--- config.mk ---
export PLATFORM = sky130hd
export DESIGN_NAME = init_ctrl_regs
export DESIGN_NICKNAME = d
export VERILOG_FILES = /design/src/inc/init_regs_pkg.sv /design/src/rtl/init_fetch.sv /design/src/rtl/irq_unit.sv /design/src/rtl/init_ctrl_regs.sv
export SDC_FILE = /design/constraint.sdc
export NUM_CORES = 1
export LEC_CHECK = 0
export ABC_AREA = 1
export ABC_CLOCK_PERIOD_IN_PS = 6150
export BUFFER_PORTS_ARGS = -buffer_cell sky130_fd_sc_hd__buf_2
export CAP_MARGIN = 25
export CORE_AREA = 2 2 100 102
export CTS_BUF_LIST = sky130_fd_sc_hd__clkbuf_8 sky130_fd_sc_hd__clkbuf_16
export CTS_CLUSTER_SIZE = 8
export DETAILED_ROUTE_END_ITERATION = 8
export DIE_AREA = 0 0 102 104
export GPL_ROUTABILITY_DRIVEN = 0
export PLACE_DENSITY = 0.74
export SYNTH_ARGS = -nofsm -noshare
export SYNTH_HDL_FRONTEND = slang
export SYNTH_SLANG_ARGS = --single-unit
--- constraint.sdc ---
create_clock -name pclk -period 6.15 [get_ports pclk]
set_input_delay 0.9225 -clock pclk [delete_from_list [all_inputs] [get_ports pclk]]
set_output_delay 0.9225 -clock pclk [all_outputs]
set_load 0.01 [all_outputs]
--- src/inc/init_regs_pkg.sv ---
package init_regs_pkg;

  // ==========================================================
  // Register byte offsets
  localparam logic [31:0] off_main = 32'h0000_0000;
  localparam logic [31:0] off_addr_low = 32'h0000_0004;
  localparam logic [31:0] off_addr_high = 32'h0000_0008;
  localparam logic [31:0] off_mask = 32'h0000_000C;
  localparam logic [31:0] off_low_shadow = 32'h0000_0010;
  localparam logic [31:0] off_high_shadow = 32'h0000_0014;

  // ==========================================================
  // Field positions
  localparam int bit_init = 0;
  localparam int bit_run = 1;
  localparam int bit_halt = 2;
  localparam int bit_summary = 7;
  localparam int evt_lsb = 8;
  localparam int evt_msb = 11;
  localparam int high_used_msb = 7;

  // ==========================================================
  // Reset values
  localparam logic rst_halt = 1'h1;
  localparam logic rst_init = 1'h0;
  localparam logic rst_run = 1'h0;
  localparam logic [3:0] rst_mask = 4'h0;

  // ==========================================================
  // Initialization block fetch
  localparam logic [4:0] init_block_words = 5'h0C;
  localparam logic [23:0] init_addr_step = 24'h00_0002;

  // Same bit order as mask bits 11..8 and status bits 11..8
  typedef struct packed {
    logic memory_error;
    logic receive_done;
    logic transmit_done;
    logic init_done;
  } evt_t;

  typedef enum logic [1:0] {
    fetch_idle,
    fetch_req,
    fetch_release
  } fetch_state_t;

endpackage

--- src/rtl/init_fetch.sv ---
`timescale 1ns/1ps
module init_fetch (
  input wire logic pclk,
  input wire logic presetn,
  input wire logic start,
  input wire logic abort,
  input wire logic [23:0] base_addr,
  input wire logic mem_ack,
  output logic mem_req,
  output logic [23:0] mem_addr,
  output logic busy,
  output logic done
);

  // ==========================================================
  // Four-phase fetch of the initialization block
  init_regs_pkg::fetch_state_t state_ff;
  init_regs_pkg::fetch_state_t nxt_state;
  logic req_ff;
  logic nxt_req;
  logic done_ff;
  logic nxt_done;
  logic [23:0] addr_ff;
  logic [23:0] nxt_addr;
  logic [4:0] cnt_ff;
  logic [4:0] nxt_cnt;

  always_comb begin
    nxt_state = state_ff;
    nxt_req = req_ff;
    nxt_addr = addr_ff;
    nxt_cnt = cnt_ff;
    nxt_done = 1'h0;
    case (state_ff)
      init_regs_pkg::fetch_idle: begin
        if (start) begin
          nxt_addr = base_addr;
          nxt_cnt = 5'h00;
          nxt_req = 1'h1;
          nxt_state = init_regs_pkg::fetch_req;
        end
      end
      init_regs_pkg::fetch_req: begin
        if (mem_ack) begin
          nxt_req = 1'h0;
          nxt_state = init_regs_pkg::fetch_release;
        end
      end
      default: begin
        // Wait for ack low so every word is a full handshake
        if (!mem_ack) begin
          if (cnt_ff == init_regs_pkg::init_block_words - 5'h01) begin
            nxt_done = 1'h1;
            nxt_state = init_regs_pkg::fetch_idle;
          end else begin
            nxt_cnt = cnt_ff + 5'h01;
            nxt_addr = addr_ff + init_regs_pkg::init_addr_step;
            nxt_req = 1'h1;
            nxt_state = init_regs_pkg::fetch_req;
          end
        end
      end
    endcase
    if (abort) begin
      nxt_state = init_regs_pkg::fetch_idle;
      nxt_req = 1'h0;
      nxt_done = 1'h0;
    end
  end

  always_ff @(posedge pclk or negedge presetn) begin
    if (!presetn) begin
      state_ff <= init_regs_pkg::fetch_idle;
      req_ff <= 1'h0;
      done_ff <= 1'h0;
      addr_ff <= 24'h00_0000;
      cnt_ff <= 5'h00;
    end else begin
      state_ff <= nxt_state;
      req_ff <= nxt_req;
      done_ff <= nxt_done;
      addr_ff <= nxt_addr;
      cnt_ff <= nxt_cnt;
    end
  end

  assign mem_req = req_ff;
  assign mem_addr = addr_ff;
  assign done = done_ff;
  assign busy = (state_ff != init_regs_pkg::fetch_idle);

endmodule

--- src/rtl/irq_unit.sv ---
`timescale 1ns/1ps
module irq_unit (
  input wire logic pclk,
  input wire logic presetn,
  input wire init_regs_pkg::evt_t set_evt,
  input wire init_regs_pkg::evt_t clr_evt,
  input wire init_regs_pkg::evt_t mask,
  output init_regs_pkg::evt_t flags,
  output logic irq
);

  // ==========================================================
  // Sticky event flags, write-one-to-clear, set wins
  init_regs_pkg::evt_t flags_ff;
  init_regs_pkg::evt_t nxt_flags;
  logic irq_ff;
  logic nxt_irq;

  // Flags still latch while masked, only the summary is gated
  assign nxt_flags = set_evt | (flags_ff & ~clr_evt);
  assign nxt_irq = |(nxt_flags & ~mask);

  always_ff @(posedge pclk or negedge presetn) begin
    if (!presetn) begin
      flags_ff <= '0;
      irq_ff <= 1'h0;
    end else begin
      flags_ff <= nxt_flags;
      irq_ff <= nxt_irq;
    end
  end

  assign flags = flags_ff;
  assign irq = irq_ff;

endmodule

--- src/rtl/init_ctrl_regs.sv ---
`timescale 1ns/1ps
// Overview of operation
// - Init and run together: initialize first
// - Init bit stays set after completion
// - Init: write one sets, halt clears
// - Low address holds bits 15..0, even; bit 0 is stored as written
// - Low address write updates its shadow
// - Low address only accessible while halted
// - High address bits 15..8 read zero
// - Memory error mask gates summary flag
// - Receive done mask gates summary flag
// - Transmit done mask gates summary flag
// - Init done mask gates summary flag
// - Masks cleared by reset, not halt
// - Mask bits 7..5 reserved, write zero
// - Init fetches block at 24-bit address
// - Halt set by write/reset, run/init clear
// - High address bits 23..16, shadow copy
module init_ctrl_regs (
  input wire logic pclk,
  input wire logic presetn,
  input wire logic psel,
  input wire logic penable,
  input wire logic pwrite,
  input wire logic [31:0] paddr,
  input wire logic [31:0] pwdata,
  output logic [31:0] prdata,
  output logic pready,
  output logic pslverr,
  input wire logic memory_error_in,
  input wire logic receive_done_in,
  input wire logic transmit_done_in,
  input wire logic mem_ack,
  output logic mem_req,
  output logic [23:0] mem_addr,
  output logic run_active,
  output logic halt_active,
  output logic irq
);

  // ==========================================================
  // Pin synchronisers
  // Bit order: ack, memory error, receive done, transmit done
  logic [3:0] sync1_ff;
  logic [3:0] sync2_ff;
  logic [2:0] evt_prev_ff;
  logic ack_sync;
  logic [2:0] evt_rise;

  always_ff @(posedge pclk or negedge presetn) begin
    if (!presetn) begin
      sync1_ff <= 4'h0;
      sync2_ff <= 4'h0;
      evt_prev_ff <= 3'h0;
    end else begin
      sync1_ff <= {mem_ack, memory_error_in, receive_done_in, transmit_done_in};
      sync2_ff <= sync1_ff;
      evt_prev_ff <= sync2_ff[2:0];
    end
  end

  // A held event pin counts once, on its rising edge
  assign ack_sync = sync2_ff[3];
  assign evt_rise = sync2_ff[2:0] & ~evt_prev_ff;

  // ==========================================================
  // APB address decode
  logic sel_main;
  logic sel_low;
  logic sel_high;
  logic sel_mask;
  logic sel_low_sh;
  logic sel_high_sh;
  logic sel_locked;
  logic hit;
  logic acc_err;
  logic setup;
  logic access;
  logic wr;

  assign sel_main = (paddr == init_regs_pkg::off_main);
  assign sel_low = (paddr == init_regs_pkg::off_addr_low);
  assign sel_high = (paddr == init_regs_pkg::off_addr_high);
  assign sel_mask = (paddr == init_regs_pkg::off_mask);
  assign sel_low_sh = (paddr == init_regs_pkg::off_low_shadow);
  assign sel_high_sh = (paddr == init_regs_pkg::off_high_shadow);
  assign hit = sel_main | sel_low | sel_high | sel_mask | sel_low_sh | sel_high_sh;

  // ==========================================================
  // APB slave timing
  logic halt_ff;
  logic pready_ff;
  logic pslverr_ff;
  logic [31:0] prdata_ff;
  logic [15:0] rd_data;
  logic [31:0] nxt_prdata;

  // Address registers are locked unless halted; the bus sees an error
  assign sel_locked = (sel_low | sel_high) & ~halt_ff;
  assign acc_err = ~hit | sel_locked;
  assign setup = psel & ~penable;
  assign access = psel & penable & pready_ff;
  assign wr = access & pwrite & ~acc_err;

  // One fixed answer cycle keeps pready a plain flop
  always_ff @(posedge pclk or negedge presetn) begin
    if (!presetn) begin
      pready_ff <= 1'h0;
      pslverr_ff <= 1'h0;
      prdata_ff <= 32'h0000_0000;
    end else begin
      pready_ff <= setup;
      pslverr_ff <= setup & acc_err;
      prdata_ff <= nxt_prdata;
    end
  end

  assign nxt_prdata = (setup & ~pwrite & ~acc_err) ? {16'h0000, rd_data} : 32'h0000_0000;

  // ==========================================================
  // Command bits of the main control register
  logic init_ff;
  logic run_ff;
  logic kick_ff;
  logic nxt_halt;
  logic nxt_init;
  logic nxt_run;
  logic wr_main;
  logic w_halt;
  logic w_init;
  logic w_run;

  assign wr_main = wr & sel_main;
  assign w_halt = wr_main & pwdata[init_regs_pkg::bit_halt];
  // Halt overrides init and run written in the same word
  assign w_init = wr_main & pwdata[init_regs_pkg::bit_init] & ~w_halt;
  assign w_run = wr_main & pwdata[init_regs_pkg::bit_run] & ~w_halt;

  assign nxt_halt = w_halt ? 1'h1 : ((w_init | w_run) ? 1'h0 : halt_ff);
  // Completion of the fetch does not touch init
  assign nxt_init = w_halt ? 1'h0 : (w_init ? 1'h1 : init_ff);
  assign nxt_run = w_halt ? 1'h0 : (w_run ? 1'h1 : run_ff);

  always_ff @(posedge pclk or negedge presetn) begin
    if (!presetn) begin
      halt_ff <= init_regs_pkg::rst_halt;
      init_ff <= init_regs_pkg::rst_init;
      run_ff <= init_regs_pkg::rst_run;
      kick_ff <= 1'h0;
    end else begin
      halt_ff <= nxt_halt;
      init_ff <= nxt_init;
      run_ff <= nxt_run;
      kick_ff <= w_init;
    end
  end

  // ==========================================================
  // Initialization block address and shadows
  // No reset here: contents survive a hardware reset
  logic [15:0] addr_low_ff;
  logic [15:0] low_shadow_ff;
  logic [7:0] addr_high_ff;
  logic [7:0] high_shadow_ff;
  logic wr_low;
  logic wr_high;

  assign wr_low = wr & sel_low;
  assign wr_high = wr & sel_high;

  // Bit 0 is stored as written; keeping it even is up to software
  always_ff @(posedge pclk) begin
    if (wr_low) begin
      addr_low_ff <= pwdata[15:0];
      low_shadow_ff <= pwdata[15:0];
    end
    if (wr_high) begin
      addr_high_ff <= pwdata[init_regs_pkg::high_used_msb:0];
      high_shadow_ff <= pwdata[init_regs_pkg::high_used_msb:0];
    end
  end

  // ==========================================================
  // Interrupt masks
  init_regs_pkg::evt_t mask_ff;

  always_ff @(posedge pclk or negedge presetn) begin
    if (!presetn) begin
      mask_ff <= init_regs_pkg::rst_mask;
    end else if (wr & sel_mask) begin
      // Halt is not a term here, so masks ride through it
      mask_ff <= pwdata[init_regs_pkg::evt_msb:init_regs_pkg::evt_lsb];
    end
  end

  // ==========================================================
  // Initialization fetch and run start
  logic fetch_busy;
  logic fetch_done;
  logic running_ff;
  logic nxt_running;

  init_fetch u_fetch (
    .pclk(pclk),
    .presetn(presetn),
    .start(kick_ff & ~halt_ff),
    .abort(halt_ff),
    .base_addr({addr_high_ff, addr_low_ff}),
    .mem_ack(ack_sync),
    .mem_req(mem_req),
    .mem_addr(mem_addr),
    .busy(fetch_busy),
    .done(fetch_done)
  );

  // Run waits while a fetch is pending or in flight
  assign nxt_running = run_ff & ~halt_ff & ~fetch_busy & ~kick_ff;

  always_ff @(posedge pclk or negedge presetn) begin
    if (!presetn) begin
      running_ff <= 1'h0;
    end else begin
      running_ff <= nxt_running;
    end
  end

  assign run_active = running_ff;
  assign halt_active = halt_ff;

  // ==========================================================
  // Event status and interrupt
  init_regs_pkg::evt_t set_evt;
  init_regs_pkg::evt_t clr_evt;
  init_regs_pkg::evt_t flags;
  logic irq_int;

  assign set_evt = {evt_rise[2], evt_rise[1], evt_rise[0], fetch_done};
  assign clr_evt = wr_main ? pwdata[init_regs_pkg::evt_msb:init_regs_pkg::evt_lsb] : 4'h0;

  irq_unit u_irq (
    .pclk(pclk),
    .presetn(presetn),
    .set_evt(set_evt),
    .clr_evt(clr_evt),
    .mask(mask_ff),
    .flags(flags),
    .irq(irq_int)
  );

  assign irq = irq_int;

  // ==========================================================
  // Read data
  logic [15:0] main_rd;
  logic [15:0] mask_rd;

  assign main_rd = {4'h0, flags, irq_int, 4'h0, halt_ff, run_ff, init_ff};
  // Reserved mask bits read as zero
  assign mask_rd = {4'h0, mask_ff, 8'h00};
  assign rd_data = sel_main ? main_rd :
                   sel_low ? addr_low_ff :
                   sel_high ? {8'h00, addr_high_ff} :
                   sel_mask ? mask_rd :
                   sel_low_sh ? low_shadow_ff :
                   sel_high_sh ? {8'h00, high_shadow_ff} :
                   16'h0000;

  assign prdata = prdata_ff;
  assign pready = pready_ff;
  assign pslverr = pslverr_ff;

endmodule

Word-level counts from Yosys, hierarchy flattened
Cells that the tools add are included.
{ "word_totals": {"reg_bits": 116, "latchBits": 0, "ram_bits": 0, "romBits": 0, "in_bits": 73, "output_inout_bits": 62, "elab_cells": 138, "n_memories": 0} }
{ "classes": {"addsub": 2, "mul": 0, "div": 0, "order_cmp": 0, "n_eq_ne": 14, "shift": 0, "muxes": 38, "n_bitwise": 46, "reduce_logical": 11} }
{ "op_table": {"columns": ["operator", "n"], "rows": [
  ["16-bit two-way mux", 6],
  ["24-bit two-way mux", 3],
  ["32-bit by 4-bit == test with 1-bit output (second input constant)", 2],
  ["32-bit by 5-bit == test with 1-bit output (second input constant)", 2],
  ["24-bit case mux with 2 select lines", 1],
  ["32-bit by 3-bit == test with 1-bit output (second input constant)", 1],
  ["32-bit zero test", 1],
  ["24-bit by 2-bit adder with 24-bit output (second input constant)", 1],
  ["1-bit bitwise AND", 22],
  ["1-bit two-way mux", 16],
  ["5-bit two-way mux", 3],
  ["5-bit case mux with 2 select lines", 1],
  ["1-bit inverter", 9],
  ["4-bit bitwise AND", 2],
  ["2-bit two-way mux", 4],
  ["8-bit two-way mux", 1],
  ["4-bit inverter", 2],
  ["1-bit OR", 8],
  ["4-bit AND reduction", 2],
  ["2-bit nonzero test", 4],
  ["5-bit by 1-bit adder with 5-bit output (second input constant)", 1],
  ["5-bit by 4-bit == test with 1-bit output (second input constant)", 1],
  ["4-bit two-way mux", 1],
  ["2-bit by 1-bit != test with 1-bit output (second input constant)", 2],
  ["15 further kinds", 15]
]} }

Depth between registers and ports, before layout
Gate-level depths: netlist of run 1.
{ "depth": {"depth_word": 17, "depth_mapped": 15, "ltp_nobuf": 15} }

Hierarchy
From an unflattened synthesis of run 1, not the netlist that was laid out.
{ "unflattened": {"cells_unflattened": 647, "area_unflattened_um2": 5207.5} }
{ "by_module_without_submodules": {"columns": ["module", "instances", "cells_each", "area_per_inst_um2", "seq_area_each_um2"], "rows": [
  ["init_ctrl_regs", 1, 258, 2656.3, 1672.9],
  ["init_fetch", 1, 355, 2309.7, 825.8],
  ["irq_unit", 1, 34, 241.5, 125.1]
]} }

Worst setup path after synthesis of run 1
No wires, ideal clock.
{ "synth_timing": {"kind": "input to register", "startpoint": "input paddr[31]", "endpoint": "register low_shadow_ff[0], enable pin", "setup_time_ps": 388, "arrival_ps": 2512, "required_time_ps": 5762, "slack_ps": 3250, "stages": 7, "n_path_buf": 0, "cell_sequence": "nor2_1 -> nand2_1 -> nor2_1 -> nand2_2 -> nor2_2 -> clkinv_1 -> nor2_1"} }
{ "synth_between": {"elab_chain_cells": 11, "elab_cells_between_ends": 18} }
{ "synth_lines": {"columns": ["item", "line", "text"], "rows": [
  ["start, declared", "init_ctrl_regs.sv:25", "input wire logic [31:0] paddr,"],
  ["32-bit by 3-bit == test with 1-bit output / 32-bit zero test (equally long branches)", "init_ctrl_regs.sv:82, init_ctrl_regs.sv:81", null],
  ["1-bit OR (5 in a row)", "init_ctrl_regs.sv:87", "assign hit = sel_main | sel_low | sel_high | sel_mask | sel_low_sh | sel_high_sh;"],
  ["1-bit inverter", "init_ctrl_regs.sv:100", "assign acc_err = ~hit | sel_locked;"],
  ["1-bit OR", "init_ctrl_regs.sv:100", null],
  ["1-bit inverter", "init_ctrl_regs.sv:103", "assign wr = access & pwrite & ~acc_err;"],
  ["1-bit bitwise AND", "init_ctrl_regs.sv:103", null],
  ["1-bit bitwise AND (*)", "init_ctrl_regs.sv:168", "assign wr_low = wr & sel_low;"],
  ["via wr_low", "init_ctrl_regs.sv:165", "logic wr_low;"],
  ["end signal, assigned", "init_ctrl_regs.sv:175", "low_shadow_ff <= pwdata[15:0];"],
  ["end, declared", "init_ctrl_regs.sv:162", "logic [15:0] low_shadow_ff;"]
]} }
Mark *: on every way through the listed nets, which the timed path passes. The rest lies on a longest branch.
A chain may end at the register's enable or synchronous reset.

Worst setup path after layout of run 1
{ "layout_timing": {"startpoint": "input paddr[21]", "endpoint": "register low_shadow_ff[5], enable pin"} }
The elaborated chain is that of the path after synthesis.

==> results_dict.tcl, run 1 <==
set metrics [dict create \
    status "finished clean" \
    synth.distinct_cells 46 \
    ys_ff_latch 100 \
    clock_path_buffers 2 \
    overflow 0 \
    cts_setup_buffers 0 \
    cap_violations 0 \
    hp-class "reg -> reg" \
    num_antenna_cells 0 \
    synth_area_leader_cell "dfrtp_1" \
    dieArea_um2 10600 \
    cp-end-kind "register" \
    row_count 36 \
    worst_slew_pin_slew_ns 0.736 \
    first_pass_iters 5 \
    fin_setup_tns_ns 0 \
    seqPwrFrac 0.567 \
    cp_max_fo 10 \
    rsz0062_at_grt "false" \
    die_w_um 102 \
    p_leak_nw 2.56 \
    numCtsBuffers 9 \
    nFillCells 824 \
    ys_warn_count 0 \
    r2r_setup_slack_ns 3.60 \
    layout.nets 694 \
    cts_resized 0 \
    synth.top_cells.by_area "dfrtp_1 40%, edfxtp_1 15%, nand2_1 7.6%, nor2_1 5.5%, inv_1 4.0%" \
    cts_sinks 100 \
    postCtsHoldBufs 0 \
    max_freq_mhz 349 \
    r2r-start "u_fetch.state_ff[1]$_DFFE_PN0P_" \
    final_area_um2 5540 \
    tritoncts "yes" \
    pwr-share-comb 0.037 \
    yosysSeqAreaShare 0.561 \
    vias 3923 \
    endpoint "low_shadow_ff[5]$_DFFE_PP_" \
    max-vdd-ir-drop_uv 139 \
    grt_pass1_wl_um 18300 \
    pwr_density_cell_nw_per_um2 218 \
    maxSlewHeadroom 0.509 \
    period_needed_ns 2.86 \
    critPathLaunch "paddr[21]" \
    pwr-share-clk 0.396 \
    die_y_um 104 \
    fin_crit_sh 0.465 \
    area_delta_synth_final_pct 18.3 \
    cp-start-kind "input pin" \
    hold_viol_final 0 \
    postPlaceCellArea_um2 5280 \
    grt_max_degree 77 \
    internal-power_w 0.000949 \
    antenna_left 0 \
    synthCells 511 \
    final.hold.worst_slack_ns 0.359 \
    switchingPower_w 0.000259 \
    synth_flop_cell "dfrtp_1" \
    swShare 0.214 \
    grt_usage 0.221 \
    crit_type "in -> reg" \
    clk_pin_slew_ns 0.10 \
    ioPinCount 135 \
    post-dp-hpwl_um 8160 \
    numPortBuffers 102 \
    drc_errors 0 \
    core_area_um2 9550 \
    slew_viol_final 0 \
    avgSynthCellArea_um2 9.16 \
    via_per_inst 5.18 \
    drive_gt1_frac 0.239 \
    drt-total-wl_um 11200 \
    setup_viol 0 \
    insertion_delay_ns 0.37 \
    synth_edf_count 24 \
    fin_util 0.580 \
    async_flop_share 0.760 \
    first_iter_violations 210 \
    reg2regPathDepth 10 \
    critical_path_required_ns 6.23 \
    antenna_found_initial 0 \
    finalClockSkew_ns 0.0110 \
    r2r-end "u_fetch.mem_addr[3]$_DFFE_PN0P_" \
    htree_num_levels 3 \
    synth_top_cell_area_share 0.401 \
    start_util 0.490 \
    root_buffer "clkbuf_8" \
    first_global_vias 3797 \
    syn_area_um2 4680 \
    crit_arrival_ns 2.94 \
    wl_per_cell_um 14.8 \
]
worst min path at each step:
stage | startpoint | slack [ns] | depth (start not counted) | endpoint
2_1_floorplan | sync1_ff[0]$_DFF_PN0_ | 0.33 | 0 | sync2_ff[0]$_DFF_PN0_
3_3_place_gp | sync1_ff[1]$_DFF_PN0_ | 0.33 | 0 | sync2_ff[1]$_DFF_PN0_
3_5_place_dp | sync1_ff[1]$_DFF_PN0_ | 0.34 | 0 | sync2_ff[1]$_DFF_PN0_
4_1_cts | sync1_ff[1]$_DFF_PN0_ | 0.36 | 0 | sync2_ff[1]$_DFF_PN0_
5_1_grt | sync1_ff[1]$_DFF_PN0_ | 0.37 | 0 | sync2_ff[1]$_DFF_PN0_
6_report | sync1_ff[1]$_DFF_PN0_ | 0.36 | 0 | sync2_ff[1]$_DFF_PN0_
layout by cell type, fill, tap and decap left out, types with 4 or more instances in the layout:
cell and instances:
buf_2 102, clkbuf_8 10, conb_1 16, nor3_1 13, nor2_2 5, inv_1 50, xor2_1 9, o22ai_1 6
nor3_2 5, nand3_1 19, o21ai_0 30, dfrtp_1 75, buf_4 4, nand4_1 9, nor2_1 68, nand2_1 95
a211oi_1 5, edfxtp_1 24, a221oi_1 4, a21oi_1 27
critical path: stages:
cell and delay, ns:
buf_2 0.09, nor2_1 0.11, nand2_1 0.06, nor2_1 0.18, nand2_2 0.14, nor2_2 0.27
clkinv_1 0.31, nor2_1 0.54, buf_4 0.30
metrics by stage:
step           cells  worst slack (ns)  total power, W
3_5_place_dp     740              2.91        0.000743
4_1_cts          756              3.30         0.00121
5_1_grt          757              3.06         0.00125
2_1_floorplan    526              3.25        0.000718
3_3_place_gp     739              2.85        0.000741
6_report         757              3.29         0.00121
kinds of logic (layout without fill, tap and decap cells):
family / after synthesis / after routing / synth area share
simple gates: 227 / 227 / 0.216
flops: 100 / 100 / 0.561
compound gates: 90 / 90 / 0.116
buf+inv: 79 / 177 / 0.0786
xor+xnor: 11 / 11 / 0.0206
fa+ha+maj: 2 / 2 / 0.00535
other cells: 1 / 16 / 0.000801
mux: 1 / 1 / 0.00214
flip-flops by register name, indices dropped and copies added, names as in the netlist, 5 cells and up:
| name | count |
|---|---|
| u_fetch.cnt_ff | 5 |
| low_shadow_ff | 16 |
| u_fetch.mem_addr | 24 |
| prdata | 16 |
| high_shadow_ff | 8 |
layout make-up:
cell class              count  area (um2)  area share
inverters                  54         203      0.0366
multi-input cells         347        1740       0.315
repair buffers            107         561       0.101
clock inverters             4        51.3     0.00927
well taps                 133         166      0.0301
flip-flops and latches    100        2620       0.474
clock buffers              12         188      0.0339
power by group through the flow:
stage                     registers [W]  logic [W]  clock network [W]
after CTS                      0.000685  0.0000445           0.000485
after detailed placement       0.000698  0.0000444                  0
after floorplan                0.000699  0.0000190                  0
final                          0.000685  0.0000452           0.000478
after global routing           0.000685  0.0000522           0.000511
after global placement         0.000698  0.0000427                  0
synthesized netlist by cell type, drive strengths merged, types with 2 or more instances:
library cell and number:
a211oi 5, nand3 20, xor2 9, o31ai 2, nor2 74, nand2 98, nand3b 2, o21ai 32
nand4 9, ha 2, or2 2, dfrtp 75, xnor2 2, inv 53, clkbuf 5, o21a 2
a21oi 29, buf 20, edfxtp 24, nor3 18, nor4 2, a22oi 3, o22ai 6, a221oi 4
o221a 3, nor3b 2
layer usage:
layer / track usage / routed length, um / up-vias
li1: - / - / 1884
met1: 0.300 / 4770 / 1862
met2: 0.352 / 5400 / 155
met3: 0.0437 / 770 / 22
met4: 0.0762 / 249 / 0
met5: 0 / 0 / -
No activity file was read; power rests on OpenSTA's default activity.
==> run 2, diff against run 1 <==
--- a/config.mk
+++ b/config.mk
@@ -6,16 +6,16 @@
 export NUM_CORES = 1
 export LEC_CHECK = 0
 export ABC_AREA = 1
-export ABC_CLOCK_PERIOD_IN_PS = 6150
+export ABC_CLOCK_PERIOD_IN_PS = 2350
 export BUFFER_PORTS_ARGS = -buffer_cell sky130_fd_sc_hd__buf_2
 export CAP_MARGIN = 25
-export CORE_AREA = 2 2 100 102
+export CORE_AREA = 2 2 103 105
 export CTS_BUF_LIST = sky130_fd_sc_hd__clkbuf_8 sky130_fd_sc_hd__clkbuf_16
 export CTS_CLUSTER_SIZE = 8
 export DETAILED_ROUTE_END_ITERATION = 8
-export DIE_AREA = 0 0 102 104
+export DIE_AREA = 0 0 105 107
 export GPL_ROUTABILITY_DRIVEN = 0
-export PLACE_DENSITY = 0.74
+export PLACE_DENSITY = 0.73
 export SYNTH_ARGS = -nofsm -noshare
 export SYNTH_HDL_FRONTEND = slang
 export SYNTH_SLANG_ARGS = --single-unit
==> constraint.sdc (replaced) <==
create_clock -name pclk -period 2.35 [get_ports pclk]
set_input_delay 0.3525 -clock pclk [delete_from_list [all_inputs] [get_ports pclk]]
set_output_delay 0.3525 -clock pclk [all_outputs]
set_load 0.01 [all_outputs]
==> run 2 against run 1 <==
  * Non-clock buffer count rose by 15
  * Power rose by 150%
  * Cell area rose by 1.2%
  * Highest routed layer unchanged
==> results_dict.tcl, run 2 (same netlist as run 1, synthesis figures left out) <==
set metrics [dict create \
    row_count 37 \
    crit_top_cell "nand2_1" \
    crit_arrival_ns 2.38 \
    wl_per_cell_um 15.4 \
    clock_path_buffers 2 \
    cts_sinks 100 \
    drc_errors 0 \
    swShare 0.227 \
    status "finished clean" \
    min_to "sync1_ff[0]$_DFF_PN0_" \
    internal-power_w 0.00232 \
    max_freq_mhz 476 \
    use_met3 0.0389 \
    antenna_found_initial 0 \
    met2_usage 0.383 \
    clk_pin_slew_ns 0.10 \
    seqPwrFrac 0.596 \
    vias 4069 \
    cap_violations 0 \
    fin_crit_sh 0.894 \
    pwr-share-comb 0.040 \
    cp-start-kind "register" \
    switchingPower_w 0.000682 \
    slew_viol_final 0 \
    hp-class "in -> reg" \
    pwr-share-clk 0.364 \
    slowest_delay_ns 0.42 \
    p_leak_nw 2.61 \
    reg2regPathDepth 12 \
    cts_setup_buffers 0 \
    final_area_um2 5600 \
    antenna_left 0 \
    insertion_delay_ns 0.38 \
    critical_path_required_ns 2.63 \
    htree_num_levels 3 \
    drt-total-wl_um 11900 \
    crit_chain "ha_1 > nand2_1 > nor2_1 > nand2_1 > nor2_2 > nand3_2 > nor3_2 > nand3b_1 > a21oi_1 > o21ai_1 > nand2_1 > nand2_1" \
    nFillCells 914 \
    grt_max_degree 43 \
    final_cell_mix "101 x buf_2, 95 x nand2_1, 75 x dfrtp_1" \
    finalClockSkew_ns 0.00937 \
    first_iter_violations 273 \
    busiest_layer "met2" \
    die_w_um 105 \
    area_delta_synth_final_pct 19.8 \
    tritoncts "yes" \
    fin_util 0.555 \
    via_per_inst 5.25 \
    cp_slowest_cell "dfrtp_1" \
    fin_setup_tns_ns 0 \
    numPortBuffers 102 \
    r2r-start "u_fetch.mem_addr[1]$_DFFE_PN0P_" \
    layout.nets 709 \
    dp.cells 758 \
    maxSlewHeadroom 0.634 \
    first_global_vias 4040 \
    period_needed_ns 2.10 \
    power_w 0.00301 \
    r2r-end "u_fetch.mem_addr[23]$_DFFE_PN0P_" \
    postPlaceCellArea_um2 5400 \
    crit_type "reg -> reg" \
    r2r_setup_slack_ns 0.25 \
    post-dp-hpwl_um 9140 \
    root_buffer "clkbuf_8" \
    setup_viol 0 \
    final_cells 775 \
    grt_usage 0.222 \
    dieArea_um2 11200 \
    num_antenna_cells 0 \
    cp_max_fo 5 \
    gr-usage-met1 0.281 \
    max-vdd-ir-drop_uv 342 \
    worst_slew_pin_slew_ns 0.548 \
    critPathLaunch "u_fetch.mem_addr[1]$_DFFE_PN0P_" \
    cp-end-kind "register" \
    rsz0062_at_grt "false" \
    die_y_um 107 \
    final_common_cell "buf_2" \
    grt_pass1_wl_um 19500 \
    first_pass_iters 5 \
    crit_family "simple AND/OR/NAND/NOR gates" \
    start_util 0.464 \
    ioPinCount 135 \
    hold_viol_final 0 \
    whs_path_depth 1 \
    drive_gt1_frac 0.255 \
    worstHoldStart "transmit_done_in" \
    core_area_um2 10100 \
    numCtsBuffers 9 \
    overflow 0 \
    largest_reg_flops 24 \
    critPathBufInv 0 \
    pwr_density_cell_nw_per_um2 537 \
]
==> run 2: cell types whose count changed in the layout (fill, tap and decap cells not counted), sizes merged <==
cell,previous run,this run
inv,53,56
clkbuf,12,9
buf,107,121
dlygate4sd3,0,1
==> run 2: what timing repair did <==
item,CTS,global route
hold buffers,1,0
hold endpoints to repair,39,0
resized for setup,0,2
endpoints found under the setup margin,0,6
==> run 2: how the worst max path moves through the flow <==
| stage | slack, ns | cells past startpoint | to |
|---|---|---|---|
| after CTS | 0.12 | 10 | u_fetch.mem_addr[11]$_DFFE_PN0P_ |
| after floorplan | 0.02 | 7 | low_shadow_ff[0]$_DFFE_PP_ |
| final | 0.25 | 12 | u_fetch.mem_addr[23]$_DFFE_PN0P_ |
| after global placement | 0.23 | 11 | prdata[0]$_DFF_PN0_ |
| after detailed placement | 0.15 | 10 | u_fetch.mem_addr[11]$_DFFE_PN0P_ |
| after global routing | 0.08 | 12 | u_fetch.mem_addr[23]$_DFFE_PN0P_ |
==> run 2: per-stage QoR <==
stage,setup WS (ns),hold WS (ns)
after floorplan,0.0196,0.0569
final,0.249,0.0747
after CTS,0.122,0.0616
after global placement,0.232,0.334
after detailed placement,0.147,0.338
after global routing,0.0819,0.0702
==> run 2: power by group through the flow <==
stage          sequential, W  combinational (W)  clock (W)
6_report             0.00179           0.000121    0.00109
3_5_place_dp         0.00183           0.000122          0
5_1_grt              0.00179           0.000140    0.00118
2_1_floorplan        0.00183          0.0000496          0
3_3_place_gp         0.00183           0.000117          0
4_1_cts              0.00179           0.000123    0.00110
==> run 2: per-layer routing <==
| layer | vias up | part of all wire |
|---|---|---|
| met5 | - | 0 |
| met1 | 1966 | 0.43 |
| met4 | 0 | 0.018 |
| met3 | 22 | 0.051 |
| li1 | 1920 | - |
| met2 | 161 | 0.50 |
==> run 2: layout make-up <==
cell class,instances,area [um2],share of cell area
clock buffers,9,124,0.0221
well taps,136,170,0.0304
clock inverters,7,66.3,0.0118
inverters,54,205,0.0366
flip-flops and latches,100,2620,0.468
repair buffers,122,666,0.119
multi-input cells,347,1750,0.312
==> run 3, diff against run 2 <==
--- a/config.mk
+++ b/config.mk
@@ -15,6 +15,7 @@
 export DETAILED_ROUTE_END_ITERATION = 8
 export DIE_AREA = 0 0 105 107
 export GPL_ROUTABILITY_DRIVEN = 0
+export MAX_ROUTING_LAYER = met4
 export PLACE_DENSITY = 0.73
 export SYNTH_ARGS = -nofsm -noshare
 export SYNTH_HDL_FRONTEND = slang
==> run 3 against run 2 <==
  * Register-to-register slack is essentially flat
  * Highest routed layer unchanged
  * Largest power group unchanged
  * Count of clock-buffer cells in the layout unchanged
  * Setup slack gained 0.0031 ns
==> results_dict.tcl, run 3 (same netlist as run 1, synthesis figures left out) <==
set metrics [dict create \
    status "finished clean" \
    die_w_um 105 \
    grt_usage 0.229 \
    numCtsBuffers 9 \
    die_y_um 107 \
    vias 4085 \
    wl_per_cell_um 15.4 \
    cp-end-kind "register" \
    layout.nets 709 \
    numPortBuffers 102 \
    critPathBufInv 0 \
    setup_viol 0 \
    period_needed_ns 2.10 \
    drc_errors 0 \
    power_w 0.00300 \
    final_common_cell "buf_2" \
    hold_viol_final 0 \
    dieArea_um2 11200 \
    rsz0062_at_grt "false" \
    r2r_setup_slack_ns 0.25 \
    critical_path_required_ns 2.63 \
    antenna_found_initial 0 \
    grt_pass1_wl_um 19500 \
    tritoncts "yes" \
    cap_violations 0 \
    drt-total-wl_um 11900 \
    maxSlewHeadroom 0.632 \
    p_leak_nw 2.61 \
    area_delta_synth_final_pct 19.8 \
    fin_setup_tns_ns 0 \
    crit_family "simple AND/OR/NAND/NOR gates" \
    slew_viol_final 0 \
    cts_sinks 100 \
    first_global_vias 4043 \
    fin_crit_sh 0.893 \
    crit_arrival_ns 2.38 \
    finalClockSkew_ns 0.0112 \
    largest_reg_flops 24 \
    max-vdd-ir-drop_uv 337 \
    crit_chain "ha_1 > nand2_1 > nor2_1 > nand2_1 > nor2_2 > nand3_2 > nor3_2 > nand3b_1 > a21oi_1 > o21ai_1 > nand2_1 > nand2_1" \
    num_antenna_cells 0 \
    post-dp-hpwl_um 9140 \
    clk_pin_slew_ns 0.10 \
    overflow 0 \
    row_count 37 \
    crit_top_cell "nand2_1" \
    cp_max_fo 5 \
    cp-start-kind "register" \
    start_util 0.464 \
    first_iter_violations 301 \
    hp-class "in -> reg" \
    drive_gt1_frac 0.255 \
    htree_num_levels 3 \
    via_per_inst 5.27 \
    core_area_um2 10100 \
    slowest_delay_ns 0.42 \
    first_pass_iters 5 \
    insertion_delay_ns 0.37 \
    ioPinCount 135 \
    grt_max_degree 43 \
    root_buffer "clkbuf_8" \
    max_freq_mhz 477 \
    cp_slowest_cell "dfrtp_1" \
    crit_type "reg -> reg" \
    clock_path_buffers 2 \
    antenna_left 0 \
    final_cell_mix "101 x buf_2, 95 x nand2_1, 75 x dfrtp_1" \
    pwr_density_cell_nw_per_um2 535 \
    worst_slew_pin_slew_ns 0.551 \
]
==> run 3: cell counts in the layout (fill, tap and decap cells not counted) <==
No cell type changed its count.
==> run 3: layout make-up <==
type,count,area (um2)
fill,914,4490
sequential,100,2620
multi-input combinational,347,1750
timing repair buffer,122,666
inverter,54,205
tap,136,170
clock buffer,9,124
clock inverter,7,66.3
==> run 3: path summary, 6_finish.rpt <==
path | startpoint | endpoint | depth (start not counted)
max | u_fetch.mem_addr[1]$_DFFE_PN0P_ | u_fetch.mem_addr[23]$_DFFE_PN0P_ | 12
min | transmit_done_in | sync1_ff[0]$_DFF_PN0_ | 1
max reg2reg | u_fetch.mem_addr[1]$_DFFE_PN0P_ | u_fetch.mem_addr[23]$_DFFE_PN0P_ | 12
min reg2reg | sync1_ff[2]$_DFF_PN0_ | sync2_ff[2]$_DFF_PN0_ | 0
max in group asynchronous | presetn | halt_active$_DFFE_PN1P_ | 3
min in group asynchronous | presetn | u_fetch.mem_addr[11]$_DFFE_PN0P_ | 2
==> run 3: routing by layer <==
layer	global-route usage	share of wire	vias up
li1	-	-	1921
met1	0.281	0.43	1979
met2	0.383	0.50	160
met3	0.0419	0.052	25
met4	0.0838	0.019	0
met5	-	0	-
==> run 3: where the power goes <==
| group | leakage [nW] | total [W] | switching (W) | internal, W |
|---|---|---|---|---|
| registers | 1.19 | 0.00179 | 0.00000426 | 0.00179 |
| logic | 1.32 | 0.000121 | 0.0000743 | 0.0000471 |
| clock network | 0.101 | 0.00108 | 0.000595 | 0.000489 |
==> run 3: repair_timing <==
item                                    4_1_cts  5_1_grt
endpoints found under the setup margin        0        6
hold buffers                                  1        0
resized for setup                             0        2
endpoints found under the hold margin        39        0
buffers inserted                              0        0
==> run 3: through the flow <==
step / hold WS, ns / instance area (um2) / std cells / setup WS, ns / utilization
6_report: 0.0802 / 5600 / 775 / 0.252 / 0.555
5_1_grt: 0.0678 / 5600 / 775 / 0.0817 / 0.555
4_1_cts: 0.0616 / 5600 / 775 / 0.122 / 0.555
3_5_place_dp: 0.338 / 5400 / 758 / 0.147 / 0.535
3_3_place_gp: 0.334 / 5400 / 758 / 0.232 / 0.535
2_1_floorplan: 0.0569 / 4740 / 526 / 0.0196 / -
==> run 3: worst reg2reg max path, cell delays in order, from the launching register on <==
cell      delay (ns)
dfrtp_1         0.42
ha_1            0.23
nand2_1         0.10
nor2_1          0.17
nand2_1         0.15
nor2_2          0.16
nand3_2         0.13
nor3_2          0.20
nand3b_1        0.14
a21oi_1         0.13
o21ai_1         0.07
nand2_1         0.06
nand2_1         0.04
